## config.mk

```make
export PLATFORM = sky130hd
export DESIGN_NAME = sssr_top
export DESIGN_NICKNAME = d
export VERILOG_FILES = /design/src/common/sssr_pkg.sv /design/src/design/sssr_top.sv
export VERILOG_INCLUDE_DIRS = /design/src /design/src/common
export SDC_FILE = /design/constraint.sdc
export NUM_CORES = 1
export LEC_CHECK = 0
export ABC_AREA = 1
export BUFFER_PORTS_ARGS = -buffer_cell sky130_fd_sc_hd__buf_2
export CORE_MARGIN = 5
export CORE_UTILIZATION = 40
export DETAILED_ROUTE_END_ITERATION = 12
export GPL_ROUTABILITY_DRIVEN = 1
export GPL_TIMING_DRIVEN = 0
export PLACE_DENSITY = 0.63
export SETUP_SLACK_MARGIN = 0.15
export SYNTH_ARGS = -nofsm -noshare
export SYNTH_HDL_FRONTEND = slang
export SYNTH_SLANG_ARGS = --single-unit
```

## constraint.sdc

```tcl
create_clock -name clk_i -period 3.7 [get_ports clk_i]
set_input_delay 0.185 -clock clk_i [delete_from_list [all_inputs] [get_ports clk_i]]
set_output_delay 0.185 -clock clk_i [all_outputs]
set_load 0.02 [all_outputs]
```

## src/common/sssr_consts.svh

```systemverilog
/*
  register offsets, field positions, reset values and character lengths for the
  synchronous serial slave block.
  assumes: included by bare name from the design file, the checker and the bench.
*/
`ifndef SSSR_CONSTS_SVH
`define SSSR_CONSTS_SVH

// ==========================================================
// register byte offsets on the apb bus
`define SSSR_OFF_TRANSMIT_STATUS_CONTROL 12'h000
`define SSSR_OFF_RXSTA 12'h004
`define SSSR_OFF_BAUD 12'h008
`define SSSR_OFF_RXDATA 12'h00c
`define SSSR_OFF_TXDATA 12'h010
`define SSSR_OFF_DIVLO 12'h014
`define SSSR_OFF_DIVHI 12'h018
`define SSSR_OFF_INTEN 12'h01c
`define SSSR_OFF_INTFLG 12'h020

// ==========================================================
// transmit_status_control fields
`define SSSR_TX_CLKMST 7
`define SSSR_TX_TX9 6
`define SSSR_TX_TRANSMIT_ENABLE_BIT 5
`define SSSR_TX_SYNC 4
`define SSSR_TX_HIGH_BAUD_SELECT 2
`define SSSR_TX_TRMT 1
`define SSSR_TX_TRANSMIT_NINTH_BIT 0

// receive_status_control fields
`define SSSR_RX_PORT_ENABLE 7
`define SSSR_RX_RX9 6
`define SSSR_RX_SINGLE_RECEIVE_ENABLE 5
`define SSSR_RX_CONTINUOUS_RECEIVE_ENABLE 4
`define SSSR_RX_FRAMING_ERROR_FLAG 2
`define SSSR_RX_OVERRUN_ERROR_FLAG 1
`define SSSR_RX_RECEIVED_NINTH_BIT 0

// baud_control fields
`define SSSR_BD_IDLE 6
`define SSSR_BD_CLOCK_POLARITY_SELECT 4
`define SSSR_BD_WIDE_DIVISOR_SELECT 3

// interrupt enable / flag fields
`define SSSR_IE_PERIPHERAL_INTERRUPT_ENABLE 2
`define SSSR_IE_TRANSMIT_INTERRUPT_ENABLE 1
`define SSSR_IE_RECEIVE_INTERRUPT_ENABLE 0
`define SSSR_IF_TRANSMIT_READY_FLAG 1
`define SSSR_IF_RECEIVE_COMPLETE_FLAG 0

// ==========================================================
// reset values
`define SSSR_RST_TRANSMIT_STATUS_CONTROL 8'h02
`define SSSR_RST_RXSTA 8'h00
`define SSSR_RST_BAUD 8'h00
`define SSSR_RST_BYTE 8'h00

// ==========================================================
// character lengths
`define SSSR_BITS8 4'h8
`define SSSR_BITS9 4'h9

`endif

```

## src/common/sssr_pkg.sv

```systemverilog
/*
  types shared by the synchronous serial slave block.
  assumes: nothing beyond the constants header.
*/
package sssr_pkg;
  // ==========================================================
  // one stored character with its status
  typedef struct packed {
    logic [8:0] data;  // nine bits, msb is the ninth bit
    logic framing_error_flag;        // framing error, always clear in sync mode
  } sssr_char_t;

  // apb request as seen by the slave
  typedef struct packed {
    logic [11:0] addr;
    logic write;
    logic [31:0] wdata;
  } sssr_apb_req_t;

  // transmitter states
  typedef enum logic [1:0] {
    SSSR_TX_IDLE,
    SSSR_TX_SHIFT
  } sssr_tx_state_t;
endpackage

```

## src/design/sssr_top.sv

```systemverilog
/*
  synchronous serial slave port: apb register file, slave-clocked receiver
  with a two-character fifo and overrun handling, and slave transmitter with
  holding and shift registers.
  assumes: 50 mhz clk_i; clock and data pins arrive from another domain and
  are far slower (160 ns period in the bench); pad logic resolves pin levels.
*/
`include "sssr_consts.svh"

module sssr_top
  import sssr_pkg::*;
(
  input wire logic clk_i,
  input wire logic reset_i,
  input wire logic psel_i,
  input wire logic penable_i,
  input wire logic pwrite_i,
  input wire logic [11:0] paddr_i,
  input wire logic [31:0] pwdata_i,
  output logic [31:0] prdata_o,
  output logic pready_o,
  output logic pslverr_o,
  input wire logic clk_pin_i,
  output logic clk_pin_o,
  output logic clk_pin_oe_o,
  input wire logic data_pin_i,
  output logic data_pin_o,
  output logic data_pin_oe_o,
  output logic irq_o
);

  // ==========================================================
  // register state
  logic [7:0] transmit_status_control_q;   // transmit_status_control writable bits
  logic [7:0] rxsta_q;   // receive_status_control writable bits
  logic [7:0] baud_q;    // baud_control writable bits
  logic [7:0] divlo_q;   // baud_divisor_low, unused in slave mode
  logic [7:0] divhi_q;   // baud_divisor_high, unused in slave mode
  logic [2:0] inten_q;   // peripheral, transmit and receive enables
  sssr_apb_req_t req;    // bundled request

  assign req = '{addr: paddr_i, write: pwrite_i, wdata: pwdata_i};

  // derived mode bits
  logic port_enable, sync_mode, slave, rx_dir, continuous_receive_enable, single_receive_enable, rx9, tx9, transmit_enable_bit, clock_polarity_select;
  assign port_enable = rxsta_q[`SSSR_RX_PORT_ENABLE];
  assign sync_mode = transmit_status_control_q[`SSSR_TX_SYNC];
  assign slave = !transmit_status_control_q[`SSSR_TX_CLKMST];
  assign continuous_receive_enable = rxsta_q[`SSSR_RX_CONTINUOUS_RECEIVE_ENABLE];
  assign single_receive_enable = rxsta_q[`SSSR_RX_SINGLE_RECEIVE_ENABLE];
  assign rx9 = rxsta_q[`SSSR_RX_RX9];
  assign tx9 = transmit_status_control_q[`SSSR_TX_TX9];
  assign transmit_enable_bit = transmit_status_control_q[`SSSR_TX_TRANSMIT_ENABLE_BIT];
  assign clock_polarity_select = baud_q[`SSSR_BD_CLOCK_POLARITY_SELECT];

  logic active;  // port on in synchronous slave mode
  assign active = port_enable && sync_mode && slave;
  assign rx_dir = continuous_receive_enable || single_receive_enable;

  // ==========================================================
  // apb access decode, zero wait states
  logic wr_en, rd_en;
  assign wr_en = psel_i && penable_i && req.write;
  assign rd_en = psel_i && penable_i && !req.write;
  assign pready_o = 1'b1;

  function automatic logic hit(input logic [11:0] a, input logic [11:0] off);
    hit = (a == off);
  endfunction

  logic mapped;  // any known offset
  assign mapped = hit(req.addr, `SSSR_OFF_TRANSMIT_STATUS_CONTROL) || hit(req.addr, `SSSR_OFF_RXSTA)
    || hit(req.addr, `SSSR_OFF_BAUD) || hit(req.addr, `SSSR_OFF_RXDATA)
    || hit(req.addr, `SSSR_OFF_TXDATA) || hit(req.addr, `SSSR_OFF_DIVLO)
    || hit(req.addr, `SSSR_OFF_DIVHI) || hit(req.addr, `SSSR_OFF_INTEN)
    || hit(req.addr, `SSSR_OFF_INTFLG);
  assign pslverr_o = psel_i && penable_i && !mapped;  // unmapped answers error

  logic rxdata_rd, txdata_wr;
  assign rxdata_rd = rd_en && hit(req.addr, `SSSR_OFF_RXDATA);
  assign txdata_wr = wr_en && hit(req.addr, `SSSR_OFF_TXDATA);

  // ==========================================================
  // pin synchroniser: three flops, a change counts once two and three agree
  logic [2:0] ck_sync_q, dt_sync_q;
  logic ck_stable_q, dt_stable_q;
  always_ff @(posedge clk_i or posedge reset_i)
  begin
    if (reset_i)
    begin
      ck_sync_q <= 3'h0;
      dt_sync_q <= 3'h0;
    end
    else
    begin
      ck_sync_q <= {ck_sync_q[1:0], clk_pin_i};
      dt_sync_q <= {dt_sync_q[1:0], data_pin_i};
    end
  end

  // filtered levels; only stages two and three are looked at
  always_ff @(posedge clk_i or posedge reset_i)
  begin
    if (reset_i)
    begin
      ck_stable_q <= 1'b0;
      dt_stable_q <= 1'b0;
    end
    else
    begin
      if (ck_sync_q[1] == ck_sync_q[2])
        ck_stable_q <= ck_sync_q[2];
      if (dt_sync_q[1] == dt_sync_q[2])
        dt_stable_q <= dt_sync_q[2];
    end
  end

  // edges in terms of the idle level; leading leaves idle, trailing returns.
  // an edge counts in the cycle that stages two and three agree on a new
  // level, one cycle before the filtered level follows; that saved cycle
  // puts a transmit bit on the pin before the trailing edge of a short half
  logic ck_agree, lead_edge, trail_edge, ck_norm, ck_prev_norm;
  assign ck_agree = (ck_sync_q[1] == ck_sync_q[2]);
  assign ck_norm = ck_sync_q[2] ^ clock_polarity_select;
  assign ck_prev_norm = ck_stable_q ^ clock_polarity_select;
  assign lead_edge = ck_agree && ck_norm && !ck_prev_norm;
  assign trail_edge = ck_agree && !ck_norm && ck_prev_norm;

  // ==========================================================
  // receiver: shift on trailing edge
  logic [8:0] rsr_q;   // receive_shift_register
  logic [3:0] rx_cnt_q;
  logic [3:0] rx_len;
  logic rx_done;
  logic overrun_error_flag_q;
  logic rx_run;
  assign rx_len = rx9 ? `SSSR_BITS9 : `SSSR_BITS8;
  assign rx_run = active && rx_dir && !overrun_error_flag_q;      // blocks reception
  assign rx_done = rx_run && trail_edge && (rx_cnt_q == rx_len - 4'h1);

  always_ff @(posedge clk_i or posedge reset_i)
  begin
    if (reset_i)
    begin
      rsr_q <= 9'h000;
      rx_cnt_q <= 4'h0;
    end
    else if (!rx_run)
    begin
      // partial character discarded when reception stops
      rx_cnt_q <= 4'h0;
    end
    else if (trail_edge)
    begin
      // msb first per bit count, lsb arrives first on the line
      rsr_q <= {dt_stable_q, rsr_q[8:1]};
      rx_cnt_q <= rx_done ? 4'h0 : rx_cnt_q + 4'h1;
    end
  end

  // align the received word: eight-bit words sit one place too high
  logic [8:0] rx_word;
  assign rx_word = rx9 ? {dt_stable_q, rsr_q[8:1]} : {1'b0, dt_stable_q, rsr_q[8:2]};

  // ==========================================================
  // two-entry receive fifo, kept as an array
  sssr_char_t fifo_q [2];
  logic [1:0] fifo_cnt_q;
  logic fifo_rd_pop, fifo_push, ovr_event;
  assign fifo_rd_pop = rxdata_rd && (fifo_cnt_q != 2'h0);
  assign ovr_event = rx_done && (fifo_cnt_q == 2'h2) && !fifo_rd_pop;
  assign fifo_push = rx_done && !ovr_event;

  always_ff @(posedge clk_i or posedge reset_i)
  begin
    if (reset_i)
    begin
      fifo_q[0] <= '0;
      fifo_q[1] <= '0;
      fifo_cnt_q <= 2'h0;
    end
    else if (!port_enable)
    begin
      // port disable empties the fifo
      fifo_cnt_q <= 2'h0;
    end
    else
    begin
      // overrun leaves both stored characters untouched
      case ({fifo_push, fifo_rd_pop})
        2'b10:
        begin
          fifo_q[fifo_cnt_q[0]] <= '{data: rx_word, framing_error_flag: 1'b0};
          fifo_cnt_q <= fifo_cnt_q + 2'h1;
        end
        2'b01:
        begin
          fifo_q[0] <= fifo_q[1];
          fifo_cnt_q <= fifo_cnt_q - 2'h1;
        end
        2'b11:
        begin
          // pop and push together: count unchanged
          if (fifo_cnt_q == 2'h1)
            fifo_q[0] <= '{data: rx_word, framing_error_flag: 1'b0};
          else
          begin
            fifo_q[0] <= fifo_q[1];
            fifo_q[1] <= '{data: rx_word, framing_error_flag: 1'b0};
          end
        end
        default:
        begin
          fifo_cnt_q <= fifo_cnt_q;
        end
      endcase
    end
  end

  // overrun flag: set wins over any clear in the same cycle
  logic ovr_cont_q;  // overrun happened under continuous receive
  always_ff @(posedge clk_i or posedge reset_i)
  begin
    if (reset_i)
    begin
      overrun_error_flag_q <= 1'b0;
      ovr_cont_q <= 1'b0;
    end
    else if (ovr_event)
    begin
      overrun_error_flag_q <= 1'b1;
      ovr_cont_q <= continuous_receive_enable;
    end
    else if (!port_enable)
      overrun_error_flag_q <= 1'b0;
    else if (ovr_cont_q && !continuous_receive_enable)
      overrun_error_flag_q <= 1'b0;
    else if (!ovr_cont_q && rxdata_rd)
      overrun_error_flag_q <= 1'b0;
  end

  // ==========================================================
  // transmitter: holding and shift registers
  logic [7:0] thr_q;      // transmit_holding_register
  logic thr_transmit_ninth_bit_q;       // ninth bit captured with the held word
  logic thr_full_q;
  logic [8:0] tsr_q;      // transmit_shift_register
  logic [3:0] tx_cnt_q;
  logic [3:0] tx_len_q;
  logic dout_q;
  sssr_tx_state_t tx_state_q;
  logic tx_run, tx_load, tx_last;
  assign tx_run = active && !rx_dir && transmit_enable_bit;
  assign tx_last = (tx_state_q == SSSR_TX_SHIFT) && trail_edge && (tx_cnt_q == tx_len_q);
  assign tx_load = tx_run && thr_full_q && ((tx_state_q == SSSR_TX_IDLE) || tx_last);

  // holding register; a write while the slot is full is dropped unless a load empties it in that cycle
  always_ff @(posedge clk_i or posedge reset_i)
  begin
    if (reset_i)
    begin
      thr_q <= `SSSR_RST_BYTE;
      thr_transmit_ninth_bit_q <= 1'b0;
      thr_full_q <= 1'b0;
    end
    else if (!port_enable)
      thr_full_q <= 1'b0;
    else if (txdata_wr && (!thr_full_q || tx_load))
    begin
      thr_q <= req.wdata[7:0];
      thr_transmit_ninth_bit_q <= transmit_status_control_q[`SSSR_TX_TRANSMIT_NINTH_BIT];
      thr_full_q <= 1'b1;                        // written word held until loaded
    end
    else if (tx_load)
      thr_full_q <= 1'b0;
  end

  // shift state machine: data changes on leading edge
  always_ff @(posedge clk_i or posedge reset_i)
  begin
    if (reset_i)
    begin
      tx_state_q <= SSSR_TX_IDLE;
      tsr_q <= 9'h000;
      tx_cnt_q <= 4'h0;
      tx_len_q <= `SSSR_BITS8;
      dout_q <= 1'b0;
    end
    else if (!tx_run)
    begin
      tx_state_q <= SSSR_TX_IDLE;
      tx_cnt_q <= 4'h0;
    end
    else
    begin
      case (tx_state_q)
        SSSR_TX_IDLE:
        begin
          if (tx_load)
          begin
            tsr_q <= {thr_transmit_ninth_bit_q, thr_q};           // first word moves at once
            tx_len_q <= tx9 ? `SSSR_BITS9 : `SSSR_BITS8;
            tx_cnt_q <= 4'h0;
            tx_state_q <= SSSR_TX_SHIFT;
          end
        end
        SSSR_TX_SHIFT:
        begin
          if (lead_edge)
          begin
            dout_q <= tsr_q[0];
            tsr_q <= {1'b0, tsr_q[8:1]};
            tx_cnt_q <= tx_cnt_q + 4'h1;
          end
          else if (tx_last)
          begin
            if (tx_load)
            begin
              tsr_q <= {thr_transmit_ninth_bit_q, thr_q};
              tx_len_q <= tx9 ? `SSSR_BITS9 : `SSSR_BITS8;
              tx_cnt_q <= 4'h0;
            end
            else
              tx_state_q <= SSSR_TX_IDLE;
          end
        end
        default:
        begin
          tx_state_q <= SSSR_TX_IDLE;
        end
      endcase
    end
  end

  // pins: the clock pin is never driven in slave mode
  assign clk_pin_o = 1'b0;
  assign clk_pin_oe_o = 1'b0;
  assign data_pin_o = dout_q;
  assign data_pin_oe_o = tx_run;

  // ==========================================================
  // flags and interrupt
  logic transmit_ready_flag, receive_complete_flag;
  assign transmit_ready_flag = !thr_full_q;
  assign receive_complete_flag = (fifo_cnt_q != 2'h0);
  always_ff @(posedge clk_i or posedge reset_i)
  begin
    if (reset_i)
      irq_o <= 1'b0;
    else
      irq_o <= inten_q[`SSSR_IE_PERIPHERAL_INTERRUPT_ENABLE] && ((transmit_ready_flag && inten_q[`SSSR_IE_TRANSMIT_INTERRUPT_ENABLE])
        || (receive_complete_flag && inten_q[`SSSR_IE_RECEIVE_INTERRUPT_ENABLE]));
  end

  // ==========================================================
  // register writes; single receive clears itself after a character
  always_ff @(posedge clk_i or posedge reset_i)
  begin
    if (reset_i)
    begin
      transmit_status_control_q <= `SSSR_RST_TRANSMIT_STATUS_CONTROL;
      rxsta_q <= `SSSR_RST_RXSTA;
      baud_q <= `SSSR_RST_BAUD;
      divlo_q <= `SSSR_RST_BYTE;
      divhi_q <= `SSSR_RST_BYTE;
      inten_q <= 3'h0;
    end
    else
    begin
      if (wr_en && hit(req.addr, `SSSR_OFF_TRANSMIT_STATUS_CONTROL))
        transmit_status_control_q <= req.wdata[7:0];
      if (wr_en && hit(req.addr, `SSSR_OFF_BAUD))
        baud_q <= req.wdata[7:0];
      if (wr_en && hit(req.addr, `SSSR_OFF_DIVLO))
        divlo_q <= req.wdata[7:0];
      if (wr_en && hit(req.addr, `SSSR_OFF_DIVHI))
        divhi_q <= req.wdata[7:0];
      if (wr_en && hit(req.addr, `SSSR_OFF_INTEN))
        inten_q <= req.wdata[2:0];
      if (wr_en && hit(req.addr, `SSSR_OFF_RXSTA))
        rxsta_q <= req.wdata[7:0];
      else if (rx_done && single_receive_enable)
        rxsta_q[`SSSR_RX_SINGLE_RECEIVE_ENABLE] <= 1'b0;
    end
  end

  // ==========================================================
  // read data mux, registered
  sssr_char_t top;
  assign top = fifo_q[0];
  logic [7:0] rd_byte;
  always_comb
  begin
    rd_byte = 8'h00;
    if (hit(req.addr, `SSSR_OFF_TRANSMIT_STATUS_CONTROL))
      rd_byte = {transmit_status_control_q[7:2], !(tx_state_q == SSSR_TX_SHIFT), transmit_status_control_q[0]};
    else if (hit(req.addr, `SSSR_OFF_RXSTA))
      rd_byte = {rxsta_q[7:3], top.framing_error_flag, overrun_error_flag_q, top.data[8]};
    else if (hit(req.addr, `SSSR_OFF_BAUD))
      rd_byte = {1'b0, !(rx_run && rx_cnt_q != 4'h0), baud_q[5:0]};
    else if (hit(req.addr, `SSSR_OFF_RXDATA))
      rd_byte = top.data[7:0];
    else if (hit(req.addr, `SSSR_OFF_TXDATA))
      rd_byte = thr_q;
    else if (hit(req.addr, `SSSR_OFF_DIVLO))
      rd_byte = divlo_q;
    else if (hit(req.addr, `SSSR_OFF_DIVHI))
      rd_byte = divhi_q;
    else if (hit(req.addr, `SSSR_OFF_INTEN))
      rd_byte = {5'h00, inten_q};
    else if (hit(req.addr, `SSSR_OFF_INTFLG))
      rd_byte = {6'h00, transmit_ready_flag, receive_complete_flag};
  end

  // data comes out of a flop in the setup cycle, valid by the access edge
  always_ff @(posedge clk_i or posedge reset_i)
  begin
    if (reset_i)
      prdata_o <= 32'h0000_0000;
    else if (psel_i && !penable_i)
      prdata_o <= {24'h00_0000, rd_byte};
  end

endmodule

```

Yosys cells after proc, flatten, opt, wreduce, memory -nomap -nowiden
Cells that the tools add are included.

Register bits: 125. Latch bits: 0. Bits in writable memories: 0. Memory bits (read-only): 0. Input port bits: 51. Logic and storage cells: 210. Memories kept: 0.

$add $sub $neg: 5. Multiply operators: 0. Divide/modulo/power cells: 0. $lt $le $gt $ge: 2. Equal/unequal tests: 32. Shift-type cells: 0. Multiplexer cells: 52. Bitwise operators: 3. Reduce and logical (&&, ||, !) cells: 86.

Operator list (number): $mux W8 (7); $eq A12 B5 Y1 const B (4); $logic_and A1 B1 Y1 (42); $mux W4 (10); $mux W9 (4); $mux W10 (3); $pmux W10 S3 (1); $eq A12 B4 Y1 const B (2); $bwmux W20 (1); $pmux W10 S2 (1); $pmux W9 S2 (1); $pmux W4 S2 (2); $logic_not A1 Y1 (15); $ne A3 B3 Y1 const B (5); $mux W2 (7); $eq A12 B3 Y1 const B (1); $eq A12 B6 Y1 const B (1); $logic_not A12 Y1 (1); $logic_or A1 B1 Y1 (12); $mux W1 (11); $demux W10 S1 (1); $ne A3 B1 Y1 const B (3); $reduce_and A3 Y1 (3); $add A4 B1 Y4 const B (2); 22 further kinds (40).

Longest topological paths before layout
Gate-level depths: netlist of run 1.

Depth after elaboration: 13. Gate-level depth with buffers: 14.

Worst setup path after synthesis of run 1
Ideal clock, no wire load.

Path kind: register to register. Start: reg fifo_cnt_q[0]. End: reg ovr_cont_q. Setup time: 0.125 ns. Arrival time: 2.012 ns. Slack: 1.563 ns. Stages on the path, launching flop included: 10. Path buffers: 3. Clock period less this slack: 2.137 ns. Path through: dfrtp_1 -> clkbuf_1 -> inv_1 -> clkbuf_1 -> ha_1 -> inv_1 -> nand3_4 -> clkbuf_1 -> nand3_1 -> mux2_2.

Cells in the longest elaborated chain, start to end: 4. Elaborated cells on any way between the ends: 6. Classes of those cells: eq/ne: 1; reduce/logical: 5.

RTL lines: from (decl) (line sssr_top.sv:168) `logic [1:0] fifo_cnt_q;`; from (signal assigned) (line sssr_top.sv:194) `fifo_cnt_q <= fifo_cnt_q + 2'h1;`; from (signal assigned) (line sssr_top.sv:199) `fifo_cnt_q <= fifo_cnt_q - 2'h1;`; from (signal assigned) (line sssr_top.sv:214) `fifo_cnt_q <= fifo_cnt_q;`; $reduce_bool A2 Y1 (line sssr_top.sv:170) `assign fifo_rd_pop = rxdata_rd && (fifo_cnt_q != 2'h0);`; $logic_and A1 B1 Y1 (line sssr_top.sv:170); $logic_not A1 Y1 (line sssr_top.sv:171) `assign ovr_event = rx_done && (fifo_cnt_q == 2'h2) && !fifo_rd_pop;`; $logic_and A1 B1 Y1 (*) (line sssr_top.sv:171); to (signal assigned) (line sssr_top.sv:232) `ovr_cont_q <= continuous_receive_enable;`; to (decl) (line sssr_top.sv:221) `logic ovr_cont_q;`.

Every way passes the cells marked *; elsewhere a longest branch is shown, timed or not. A chain may end at the register's enable or synchronous reset.

Final worst setup path of run 1
Same ends and word-level chain as after synthesis.

==> results.md, run 1 <==
* CP required at roughly 4.0 ns
* Avg Synthesized Cell Area at approximately 7.7 sq um
* Max transition margin at 33.7%
* R2R Path End: ovr_cont_q
* First-pass GRT wire length at 24900 um
* Hold Crit Class: in -> reg
* Ys Warns at 0
* Top cells by area, synth: dfrtp_1, nand2_1, o21ai_0, inv_1, nand3_1
* Initial antenna violation count at 0
* Leakage power at 3.65 nW
* Area after DPL at 6680 sq um
* Post-Syn Area at 6120 sq um
* PnR worst setup slack at roughly 0.93 ns
* Drt via density at 4.85
* Hold_ws at approximately 0.15 ns
* Post-synth top cells: nand2_1, dfrtp_1, inv_1
* DRC viols at 0
* Post-route ant nets at 0
* Total CTS buffers at 17
* EDFF count, synth at 0
* WHS Path Cells at 3
* Hold Crit Start: pwdata_i[1]
* Setup repair bufs after CTS at 0
* Port bufs at 38
* Pin count of the biggest net entering global routing at 90
* Total track usage at 17.6%
* DP Cell Count at 1045
* Root buffer cell: clkbuf_16
* Final Hold Viols at 0
* Launching point of the worst reg2reg path: fifo_cnt_q[0]
* RSZ-0062 raised after global routing: no
* Worst skew pair latency at roughly 0.42 ns
* Ant. Diodes at 0
* Part of the cycle the worst path needs at 74.8%
* Worst Setup Path Type: reg -> reg
* Total Wirelength at between 10000 and 15000 um
* Gr ovfl total at 0
* Clk buf depth at 2
* Fin Setup TNS at 0 ns
* Skew final at 0.00462 ns
* Area delta synth->final at 19.2%
* WP data arrival at 3.07 ns
* Number of detailed-route iterations in the first pass at 5
* CTS tree: yes
* Max_cap viols at 0
* Final core occ at 48.4%
* Ys flop type: dfrtp_1
* Starting DRC count in detailed routing at 342
* Reg clk slew, reported paths at 0.05 ns
* Final instance area at about 7300 sq um
* Rows at 45
* IO Pins at 90
* Fin cells at 1077
* Cells after Synth at between 700 and 800
* Die X at 134 um
* Setup crit end kind: flip-flop
* R2R cell count at 9
* Hold EP: thr_q[1]
* Crit start category: flip-flop
* CP max FO at 11
* IR drop worst, VDD at 360 uV
* Count leader, synth: nand2_1
* Maximum clock frequency at 361 MHz
* Final Power at between 3 and 4 mW
* Register area share after synthesis at 47.0%
* Final setup vio count at 0
* Post-synthesis register bit count at 115
* Die area at 17900 sq um
* Yosys top cell by area: dfrtp_1
* Yosys top cell area share at 47.0%
* Starting density of the core at 40.6%
* Post-place setup slack at about 0.9 ns
* Cell variety after synth at 45
* GP Congestion at 0.835
* Pwr Density at between 400 and 500 nW/um^2
* Post-synthesis async set-or-reset flop share at 100%
* Via count at 5223
* NumNets Final at between 900 and 1000
* Worst slew pin tran at between 0.9 and 1 ns
* Die Y at 134 um
* Placed wire-length estimate at ~11000 um
* Final-layout fill cell count at 1453
* Tmin final at 2.77 ns
* CTS sink cnt at 115
* Core area at approximately 15000 sq um
* Status: complete, no violations
* Slew Viols, Final at 0
* R2R Setup Slk at just over 0.9 ns
* H-Tree Depth at 4
* WL/cell at 13.8 um
* Fraction of layout cells with a size suffix above 1 at 14.7%
* Vias in the first global route at 4954
[repair_timing]
action                    4_1_cts  5_1_grt
resized for setup               0        0
hold buffers                    3        0
hold endpoints to repair       28        0
[worst max-delay path, stage by stage, from the launching register on]
cell,delay [ns]
dfrtp_1,0.38
clkbuf_1,0.22
inv_1,0.20
clkbuf_1,0.42
ha_1,0.25
inv_1,0.12
nand3_4,0.14
clkbuf_1,0.36
nand3_1,0.23
mux2_2,0.31
[worst max path at each step]
stage	slack, ns	to	depth (start not counted)	startpoint
after floorplan	0.47	baud_q[0]	1	reset_i
after global placement	-1.05	inten_q[2]	2	reset_i
after detailed placement	0.93	ovr_cont_q	9	fifo_cnt_q[0]
after CTS	0.92	ovr_cont_q	9	fifo_cnt_q[0]
after global routing	0.71	ovr_cont_q	9	fifo_cnt_q[0]
final	0.93	ovr_cont_q	9	fifo_cnt_q[0]
[power breakdown]
group          internal, mW  switching, mW  total, mW
Clock                  1.10          0.555       1.66
Combinational        0.0458         0.0960      0.142
Sequential             1.27        0.00405       1.27
[layer usage]
| layer | track usage, % | wire length [um] | up-vias |
|---|---|---|---|
| met4 | 5.49 | 278 | 0 |
| met2 | 28.1 | 7200 | 116 |
| met5 | 0 | 0 | - |
| met1 | 23.4 | 6660 | 2416 |
| li1 | - | - | 2665 |
| met3 | 4.87 | 763 | 26 |
[placed cells by master, fill, tap and decap left out, types with 6 or more instances in the layout]
cell type,instances
o21ai_2,10
buf_4,28
o21ai_0,95
dfrtp_1,115
inv_1,96
ha_1,6
conb_1,27
nand2_2,6
nand4_1,10
o22ai_1,12
buf_2,40
clkbuf_1,19
nand2_1,239
clkbuf_16,17
nand3_1,45
clkbuf_8,7
o211ai_1,11
a21oi_1,9
nor2_1,45
[state kept, by name, indices dropped and copies added, names as in the netlist, 2 cells and up]
signal	count
rx_cnt_q	4
tx_cnt_q	4
divlo_q	8
fifo_cnt_q	2
rxsta_q	5
rsr_q	8
prdata_o	8
dt_sync_q	3
ck_sync_q	3
inten_q	3
thr_q	8
transmit_status_control_q	7
fifo_q	19
baud_q	6
divhi_q	8
tsr_q	9
[area by class of cell]
cell class | instances | area (sq um) | area share [%]
clock inverters | 4 | 70.1 | 0.960
repair buffers | 42 | 248 | 3.39
well taps | 188 | 235 | 3.22
clock buffers | 25 | 526 | 7.20
inverters | 102 | 389 | 5.33
flip-flops and latches | 115 | 2880 | 39.4
plain buffers | 49 | 299 | 4.10
multi-input cells | 552 | 2660 | 36.4
[logic make-up after synthesis]
family / count (synthesis) / share of synthesized area (%)
other cells: 2 / 0.123
mux: 1 / 0.184
xor+xnor: 7 / 1.00
flops: 115 / 47.0
compound gates: 146 / 13.5
fa+ha+maj: 7 / 1.39
buf+inv: 151 / 11.2
simple gates: 364 / 25.7
Note: power is estimated with default switching activity, not from simulation.
==> inputs of run 2 (changes only) <==
==> constraint.sdc (replaced) <==
create_clock -name clk_i -period 2.6 [get_ports clk_i]
set_input_delay 0.13 -clock clk_i [delete_from_list [all_inputs] [get_ports clk_i]]
set_output_delay 0.13 -clock clk_i [all_outputs]
set_load 0.02 [all_outputs]
==> results.md, run 2 (synthesis results as in run 1) <==
* WP buf/inv at 5 (unchanged)
* Starting DRC count in detailed routing at 389 (was 342)
* Worst skew pair latency at 0.42 ns (about the same)
* Final instance area at 7370 sq um (was 7300 sq um)
* Setup repair bufs after CTS at 0 (unchanged)
* Initial antenna violation count at 0 (unchanged)
* Pin count of the biggest net entering global routing at 39 (was 90)
* Total Wirelength at 15100 um (was 14900 um)
* Root buffer cell: clkbuf_16 (unchanged)
* Hold Crit Class: in -> reg (unchanged)
* Max stage delay on crit path at 0.35 ns (was 0.42 ns)
* Maximum clock frequency at 438 MHz (was 361 MHz)
* Rows at 45 (unchanged)
* Starting density of the core at 40.6% (unchanged)
* Ant. Diodes at 0 (unchanged)
* Die area at 17900 sq um (unchanged)
* Port bufs at 38 (unchanged)
* Area delta synth->final at 20.4% (was 19.2%)
* Gr ovfl total at 0 (unchanged)
* Most common cell after layout, fill and taps aside: nand2_1 (unchanged)
* Total CTS buffers at 17 (unchanged)
* Max reg flops at 19 (unchanged)
* Number of detailed-route iterations in the first pass at 4 (was 5)
* IR drop worst, VDD at 475 uV (was 360 uV)
* RSZ-0062 raised after global routing: no (unchanged)
* Skew final at 0.00586 ns (was 0.00462 ns)
* WL/cell at 13.9 um (was 13.8 um)
* Setup crit end kind: flip-flop (unchanged)
* Clock power frac at 54.8% (was 54.0%)
* Max_cap viols at 0 (unchanged)
* Status: complete, no violations (unchanged)
* Worst slew pin tran at 0.990 ns (was 0.987 ns)
* CP max FO at 11 (unchanged)
* Via count at 5288 (was 5223)
* Vias in the first global route at 4979 (was 4954)
* Fin cells at 1082 (was 1077)
* Delay-heaviest family, CP: buffers and inverters (unchanged)
* Pwr Density at 604 nW/um^2 (was 420 nW/um^2)
* Fraction of layout cells with a size suffix above 1 at 16.1% (was 14.7%)
* Final setup vio count at 0 (unchanged)
* Die Y at 134 um (unchanged)
* Part of the cycle the worst path needs at 87.8% (was 74.8%)
* Drt via density at 4.89 (was 4.85)
* H-Tree Depth at 4 (unchanged)
* Die X at 134 um (unchanged)
* Max transition margin at 33.5% (was 33.7%)
* NumNets Final at 938 (was 936)
* Tmin final at 2.28 ns (was 2.77 ns)
* Final Hold Viols at 0 (unchanged)
* Placed wire-length estimate at 11000 um (was 10800 um)
* CP most frequent cell: buf_2 (was clkbuf_1)
* Switching Power at 0.957 mW (was 0.655 mW)
* Total track usage at 17.6% (about the same)
* Largest Register: fifo_q (unchanged)
* CTS sink cnt at 115 (unchanged)
* WP data arrival at 2.58 ns (was 3.07 ns)
* Slowest CP cell: dfrtp_1 (was clkbuf_1)
* Reg clk slew, reported paths at 0.05 ns (about the same)
* Leakage power at 3.69 nW (was 3.65 nW)
* Crit start category: flip-flop (unchanged)
* Sw frac at 21.5% (was 21.4%)
* Comb power frac at 4.7% (was 4.6%)
* First-pass GRT wire length at 24900 um (about the same)
* DP Cell Count at 1047 (was 1045)
* CP required at 2.90 ns (was 4.00 ns)
* IO Pins at 90 (unchanged)
* Worst Setup Path Type: reg -> reg (unchanged)
* Register share of total power at 40.6% (was 41.4%)
* Pint at 3.50 mW (was 2.41 mW)
* Most frequent cells in the layout: nand2_1, dfrtp_1, inv_1, o21ai_0 (was nand2_1, dfrtp_1, inv_1)
* Final-layout fill cell count at 1506 (was 1453)
* Largest registers: fifo_q x19, tsr_q x9 (unchanged)
* GP Congestion at 0.845 (was 0.835)
* Area after DPL at 6710 sq um (was 6680 sq um)
* DRC viols at 0 (unchanged)
* Slew Viols, Final at 0 (unchanged)
* Post-route ant nets at 0 (unchanged)
* Core area at 15100 sq um (unchanged)
* Crit-path cells: buf_2 -> inv_1 -> buf_2 -> ha_1 -> inv_2 -> nand3_4 -> clkbuf_2 -> nand3_1 -> mux2_2 (was clkbuf_1 -> inv_1 -> clkbuf_1 -> ha_1 -> inv_1 -> nand3_4 -> clkbuf_1 -> nand3_1 -> mux2_2)
* Clk buf depth at 2 (unchanged)
* CTS tree: yes (unchanged)
## run 2: layout make-up
type	count	area (sq um)	area share [%]
plain buffers	49	304	4.13
multi-input cells	552	2660	36.1
clock buffers	23	498	6.76
repair buffers	44	280	3.80
well taps	188	235	3.19
clock inverters	9	125	1.70
inverters	102	388	5.26
flip-flops and latches	115	2880	39.0
## run 2: power groups by stage
stage / clock network (mW) / registers, mW / logic (mW)
after floorplan: 0 / 1.84 / 0.140
after global placement: 0 / 1.84 / 0.194
after detailed placement: 0 / 1.84 / 0.207
after CTS: 2.47 / 1.81 / 0.211
after global routing: 2.57 / 1.81 / 0.233
final: 2.44 / 1.81 / 0.208
## run 2: through the flow
stage | setup TNS, ns | setup slack (ns) | util [%] | power (mW) | hold slack (ns)
finish | 0 | 0.318 | 48.8 | 4.45 | 0.0878
global route | 0 | 0.151 | 48.8 | 4.61 | 0.102
CTS | 0 | 0.181 | 48.8 | 4.49 | 0.0802
detailed placement | -0.454 | -0.177 | 44.4 | 2.04 | 0.169
global placement | -0.359 | -0.153 | 44.0 | 2.03 | 0.240
floorplan | 0 | 0.463 | - | 1.98 | 0.161
## run 2: worst paths after layout
path	startpoint	endpoint	slack [ns]	cells after the start
worst max-delay path	fifo_cnt_q[0]	ovr_cont_q	0.32	9
worst min-delay path	paddr_i[2]	thr_transmit_ninth_bit_q	0.09	4
worst max register to register	fifo_cnt_q[0]	ovr_cont_q	0.32	9
worst min register to register	ck_sync_q[0]	ck_sync_q[1]	0.35	0
max in group asynchronous	reset_i	inten_q[0]	1.58	5
min in group asynchronous	reset_i	dt_sync_q[0]	0.27	3
## run 2: tightest hold or removal path, delay by kind of cell
family	cells	cell delay (ns)
buf+inv	1	0.14
simple gates	3	0.19
## run 2: what timing repair did
item	CTS	global route
hold buffers	3	0
hold endpoints to repair	19	0
setup endpoints to repair	23	22
gates resized for setup	3	8
## run 2: layer usage
layer,global-route usage (%),vias up,routed length (um)
li1,-,2666,-
met1,23.5,2499,6890
met2,28.3,102,7300
met3,4.46,21,688
met4,5.31,0,209
met5,0,-,0
==> inputs of run 3 (changes only) <==
--- a/config.mk
+++ b/config.mk
@@ -6,7 +6,6 @@
 export SDC_FILE = /design/constraint.sdc
 export NUM_CORES = 1
 export LEC_CHECK = 0
-export ABC_AREA = 1
 export BUFFER_PORTS_ARGS = -buffer_cell sky130_fd_sc_hd__buf_2
 export CORE_MARGIN = 5
 export CORE_UTILIZATION = 40
==> results.md, run 3 <==
* Skew final at 0.00484 ns (was 0.00586 ns)
* Via count at 4646 (was 5288)
* Switching Power at 1.04 mW (was 0.957 mW)
* Final core occ at 50.3% (was 48.8%)
* Rows at 44 (was 45)
* Yosys top cell area share at 48.4% (was 47.0%)
* First-pass GRT wire length at 24200 um (was 24900 um)
* Crit-path cells: or4b_4 -> a2111oi_4 -> nand3_1 -> nor2b_4 -> buf_2 -> a22o_1 -> mux2_2 (was buf_2 -> inv_1 -> buf_2 -> ha_1 -> inv_2 -> nand3_4 -> clkbuf_2 -> nand3_1 -> mux2_2)
* Ys Warns at 0 (unchanged)
* PnR worst setup slack at 0.0600 ns (was 0.318 ns)
* Register share of total power at 42.2% (was 40.6%)
* Clock power frac at 51.2% (was 54.8%)
* Most frequent cells in the layout: dfrtp_1, mux2_2, nand2_1 (was nand2_1, dfrtp_1, inv_1, o21ai_0)
* Max transition margin at 28.6% (was 33.5%)
* Hold Crit Start: pwdata_i[7] (was paddr_i[2])
* DRC viols at 0 (unchanged)
* Met1 Wirelength at 6600 um (was 6890 um)
* Starting density of the core at 40.8% (was 40.6%)
* Post-synthesis register bit count at 115 (unchanged)
* Most common cell after layout, fill and taps aside: dfrtp_1 (was nand2_1)
* Cell variety after synth at 61 (was 45)
* Clk buf depth at 2 (unchanged)
* Delay-heaviest family, CP: simple AND/OR/NAND/NOR gates (was buffers and inverters)
* Largest registers: fifo_q x19, tsr_q x9 (unchanged)
* Root buffer cell: clkbuf_16 (unchanged)
* IO Pins at 90 (unchanged)
* Drt via density at 5.43 (was 4.89)
* Slowest CP cell: or4b_4 (was dfrtp_1)
* Pwr Density at 588 nW/um^2 (was 604 nW/um^2)
* Register area share after synthesis at 48.4% (was 47.0%)
* Worst Setup Path Type: reg -> reg (unchanged)
* CP required at 2.91 ns (was 2.90 ns)
* WP buf/inv at 1 (was 5)
* Leakage power at 3.43 nW (was 3.69 nW)
* Post-Syn Area at 5950 sq um (was 6120 sq um)
* Max stage delay on crit path at 0.60 ns (was 0.35 ns)
* Slew Viols, Final at 0 (unchanged)
* Fraction of layout cells with a size suffix above 1 at 32.3% (was 16.1%)
* Starting DRC count in detailed routing at 179 (was 389)
* Yosys top cell by area: dfrtp_1 (unchanged)
* Post-synthesis async set-or-reset flop share at 100% (unchanged)
* Final Power at 4.31 mW (was 4.45 mW)
* Die X at 132 um (was 134 um)
* Hold Crit Class: in -> reg (unchanged)
* Launching point of the worst reg2reg path: ck_sync_q[1] (was fifo_cnt_q[0])
* Placed wire-length estimate at 10800 um (was 11000 um)
* Hold EP: divhi_q[7] (was thr_transmit_ninth_bit_q)
* CTS tree: yes (unchanged)
* Final Hold Viols at 0 (unchanged)
* RSZ-0062 raised after global routing: yes (was no)
* Gr ovfl total at 0 (unchanged)
* Avg Synthesized Cell Area at 10.6 sq um (was 7.72 sq um)
* IR drop worst, VDD at 321 uV (was 475 uV)
* Worst slew pin tran at 1.06 ns (was 0.990 ns)
* Reg clk slew, reported paths at 0.06 ns (was 0.05 ns)
* Largest Register: fifo_q (unchanged)
* Metal2 WL at 6750 um (was 7300 um)
* EDFF count, synth at 0 (unchanged)
* WL/cell at 17.2 um (was 13.9 um)
* Pin count of the biggest net entering global routing at 37 (was 39)
* Post-place setup slack at -0.234 ns (was -0.177 ns)
* Die Y at 132 um (was 134 um)
* Port bufs at 36 (was 38)
* CP max FO at 4 (was 11)
* H-Tree Depth at 4 (unchanged)
* Worst skew pair latency at 0.42 ns (about the same)
* Pint at 3.27 mW (was 3.50 mW)
* Post-synth top cells: dfrtp_1, mux2_2, nand2_1 (was nand2_1, dfrtp_1, inv_1)
* Status: complete, no violations (unchanged)
* Initial antenna violation count at 0 (unchanged)
* Area after DPL at 6530 sq um (was 6710 sq um)
* Metal3 WL at 932 um (was 688 um)
* Maximum clock frequency at 394 MHz (was 438 MHz)
* R2R Path End: fifo_q[12] (was ovr_cont_q)
* Ys flop type: dfrtp_1 (unchanged)
* Final setup vio count at 0 (unchanged)
* WHS Path Cells at 3 (was 4)
* Die area at 17400 sq um (was 17900 sq um)
* Cells after Synth at 559 (was 793)
* Vias in the first global route at 4758 (was 4979)
* Top cells by area, synth: dfrtp_1, mux2_2, buf_4, a21oi_1, o21ai_0 (was dfrtp_1, nand2_1, o21ai_0, inv_1, nand3_1)
* Final instance area at 7330 sq um (was 7370 sq um)
* Tmin final at 2.54 ns (was 2.28 ns)
* R2R cell count at 7 (was 9)
* Post-route ant nets at 0 (unchanged)
* Setup crit end kind: flip-flop (unchanged)
* Max_cap viols at 0 (unchanged)
* NumNets Final at 715 (was 938)
* Crit start category: flip-flop (unchanged)
* Ant. Diodes at 0 (unchanged)
* Comb power frac at 6.5% (was 4.7%)
* Top Layer Used: met4 (unchanged)
* Total Wirelength at 14700 um (was 15100 um)
* Total CTS buffers at 17 (unchanged)
* GP Congestion at 0.866 (was 0.845)
* Core area at 14600 sq um (was 15100 sq um)
* WP data arrival at 2.85 ns (was 2.58 ns)
* Sw frac at 24.2% (was 21.5%)
* Count leader, synth: dfrtp_1 (was nand2_1)
* Total track usage at 17.4% (was 17.6%)
* Number of detailed-route iterations in the first pass at 4 (unchanged)
* Max reg flops at 19 (unchanged)
* Part of the cycle the worst path needs at 97.7% (was 87.8%)
* CTS sink cnt at 115 (unchanged)
* Area delta synth->final at 23.3% (was 20.4%)
* R2R Setup Slk at 0.06 ns (was 0.32 ns)
run 3: cell count changes after synthesis, sizes merged, moves of 9 or more:
cell / change
a21oi: +24
a22o: +10
inv: -81
mux2: +76
nand2: -207
nand2b: +11
nand3: -34
nand4: -9
nor2: -10
nor2b: +13
o21ai: -76
o22a: +16
run 3: logic make-up after synthesis:
logic type	count (synthesis)	share of synthesized area, %
xor gates and xnor gates	3	0.442
and+or+nand+nor	159	13.6
AOI/OAI and AO/OA	126	14.8
buffers and inverters	66	5.93
adders and majority gates	8	1.60
muxes	80	15.1
other	2	0.126
DFF	115	48.4
run 3: worst max-delay path by stage:
stage	startpoint	endpoint	slack [ns]	cells after the start
after global placement	paddr_i[4]	thr_q[0]	-0.12	8
after floorplan	ck_sync_q[2]	fifo_q[11]	0.16	6
final	ck_sync_q[1]	fifo_q[12]	0.06	7
after CTS	baud_q[4]	fifo_q[18]	0.07	7
after global routing	ck_sync_q[1]	fifo_q[16]	0.01	7
after detailed placement	paddr_i[7]	baud_q[5]	-0.23	5
run 3: stage by stage:
step | TNS [ns] | cells | hold slack (ns)
final | 0 | 855 | 0.00892
after global placement | -2.54 | 804 | 0.239
after CTS | 0 | 851 | 0.00393
after detailed placement | -5.07 | 807 | 0.221
after global routing | 0 | 855 | 0.0116
after floorplan | 0 | 584 | 0.161
run 3: repair_timing:
action | in CTS | in global routing
gates cloned | 1 | 1
setup buffers | 8 | 3
endpoints found under the setup margin | 42 | 46
resized for setup | 9 | 20
hold buffers | 3 | 0
pin swaps | 7 | 4
hold endpoints to repair | 23 | 0
run 3: power groups by stage:
stage                     Clock, mW  Combinational, mW  Sequential, mW
final                          2.21              0.282            1.82
after global routing           2.33              0.312            1.82
after CTS                      2.24              0.282            1.82
after detailed placement          0              0.275            1.85
after global placement            0              0.260            1.85
after floorplan                   0              0.171            1.86
run 3: worst register-to-register path, cell delays in order, from the launching register on:
cell and delay (ns):
dfrtp_1 0.39, or4b_4 0.60, a2111oi_4 0.47, nand3_1 0.16, nor2b_4 0.16, buf_2 0.16, a22o_1 0.23, mux2_2 0.26
run 3: metal layers:
metal,GRT usage (%),vias up
li1,-,2179
met1,22.5,2276
met2,26.8,159
met3,5.34,32
met4,7.71,0
met5,0,-
run 3: area by class of cell:
type / count / area [sq um]
Buffer: 48 / 303
Clock buffer: 20 / 457
Clock inverter: 12 / 106
Fill cell: 1320 / 7250
Inverter: 18 / 71.3
Multi-Input combinational cell: 404 / 2900
Sequential cell: 115 / 2880
Tap cell: 184 / 230
Timing Repair Buffer: 54 / 390
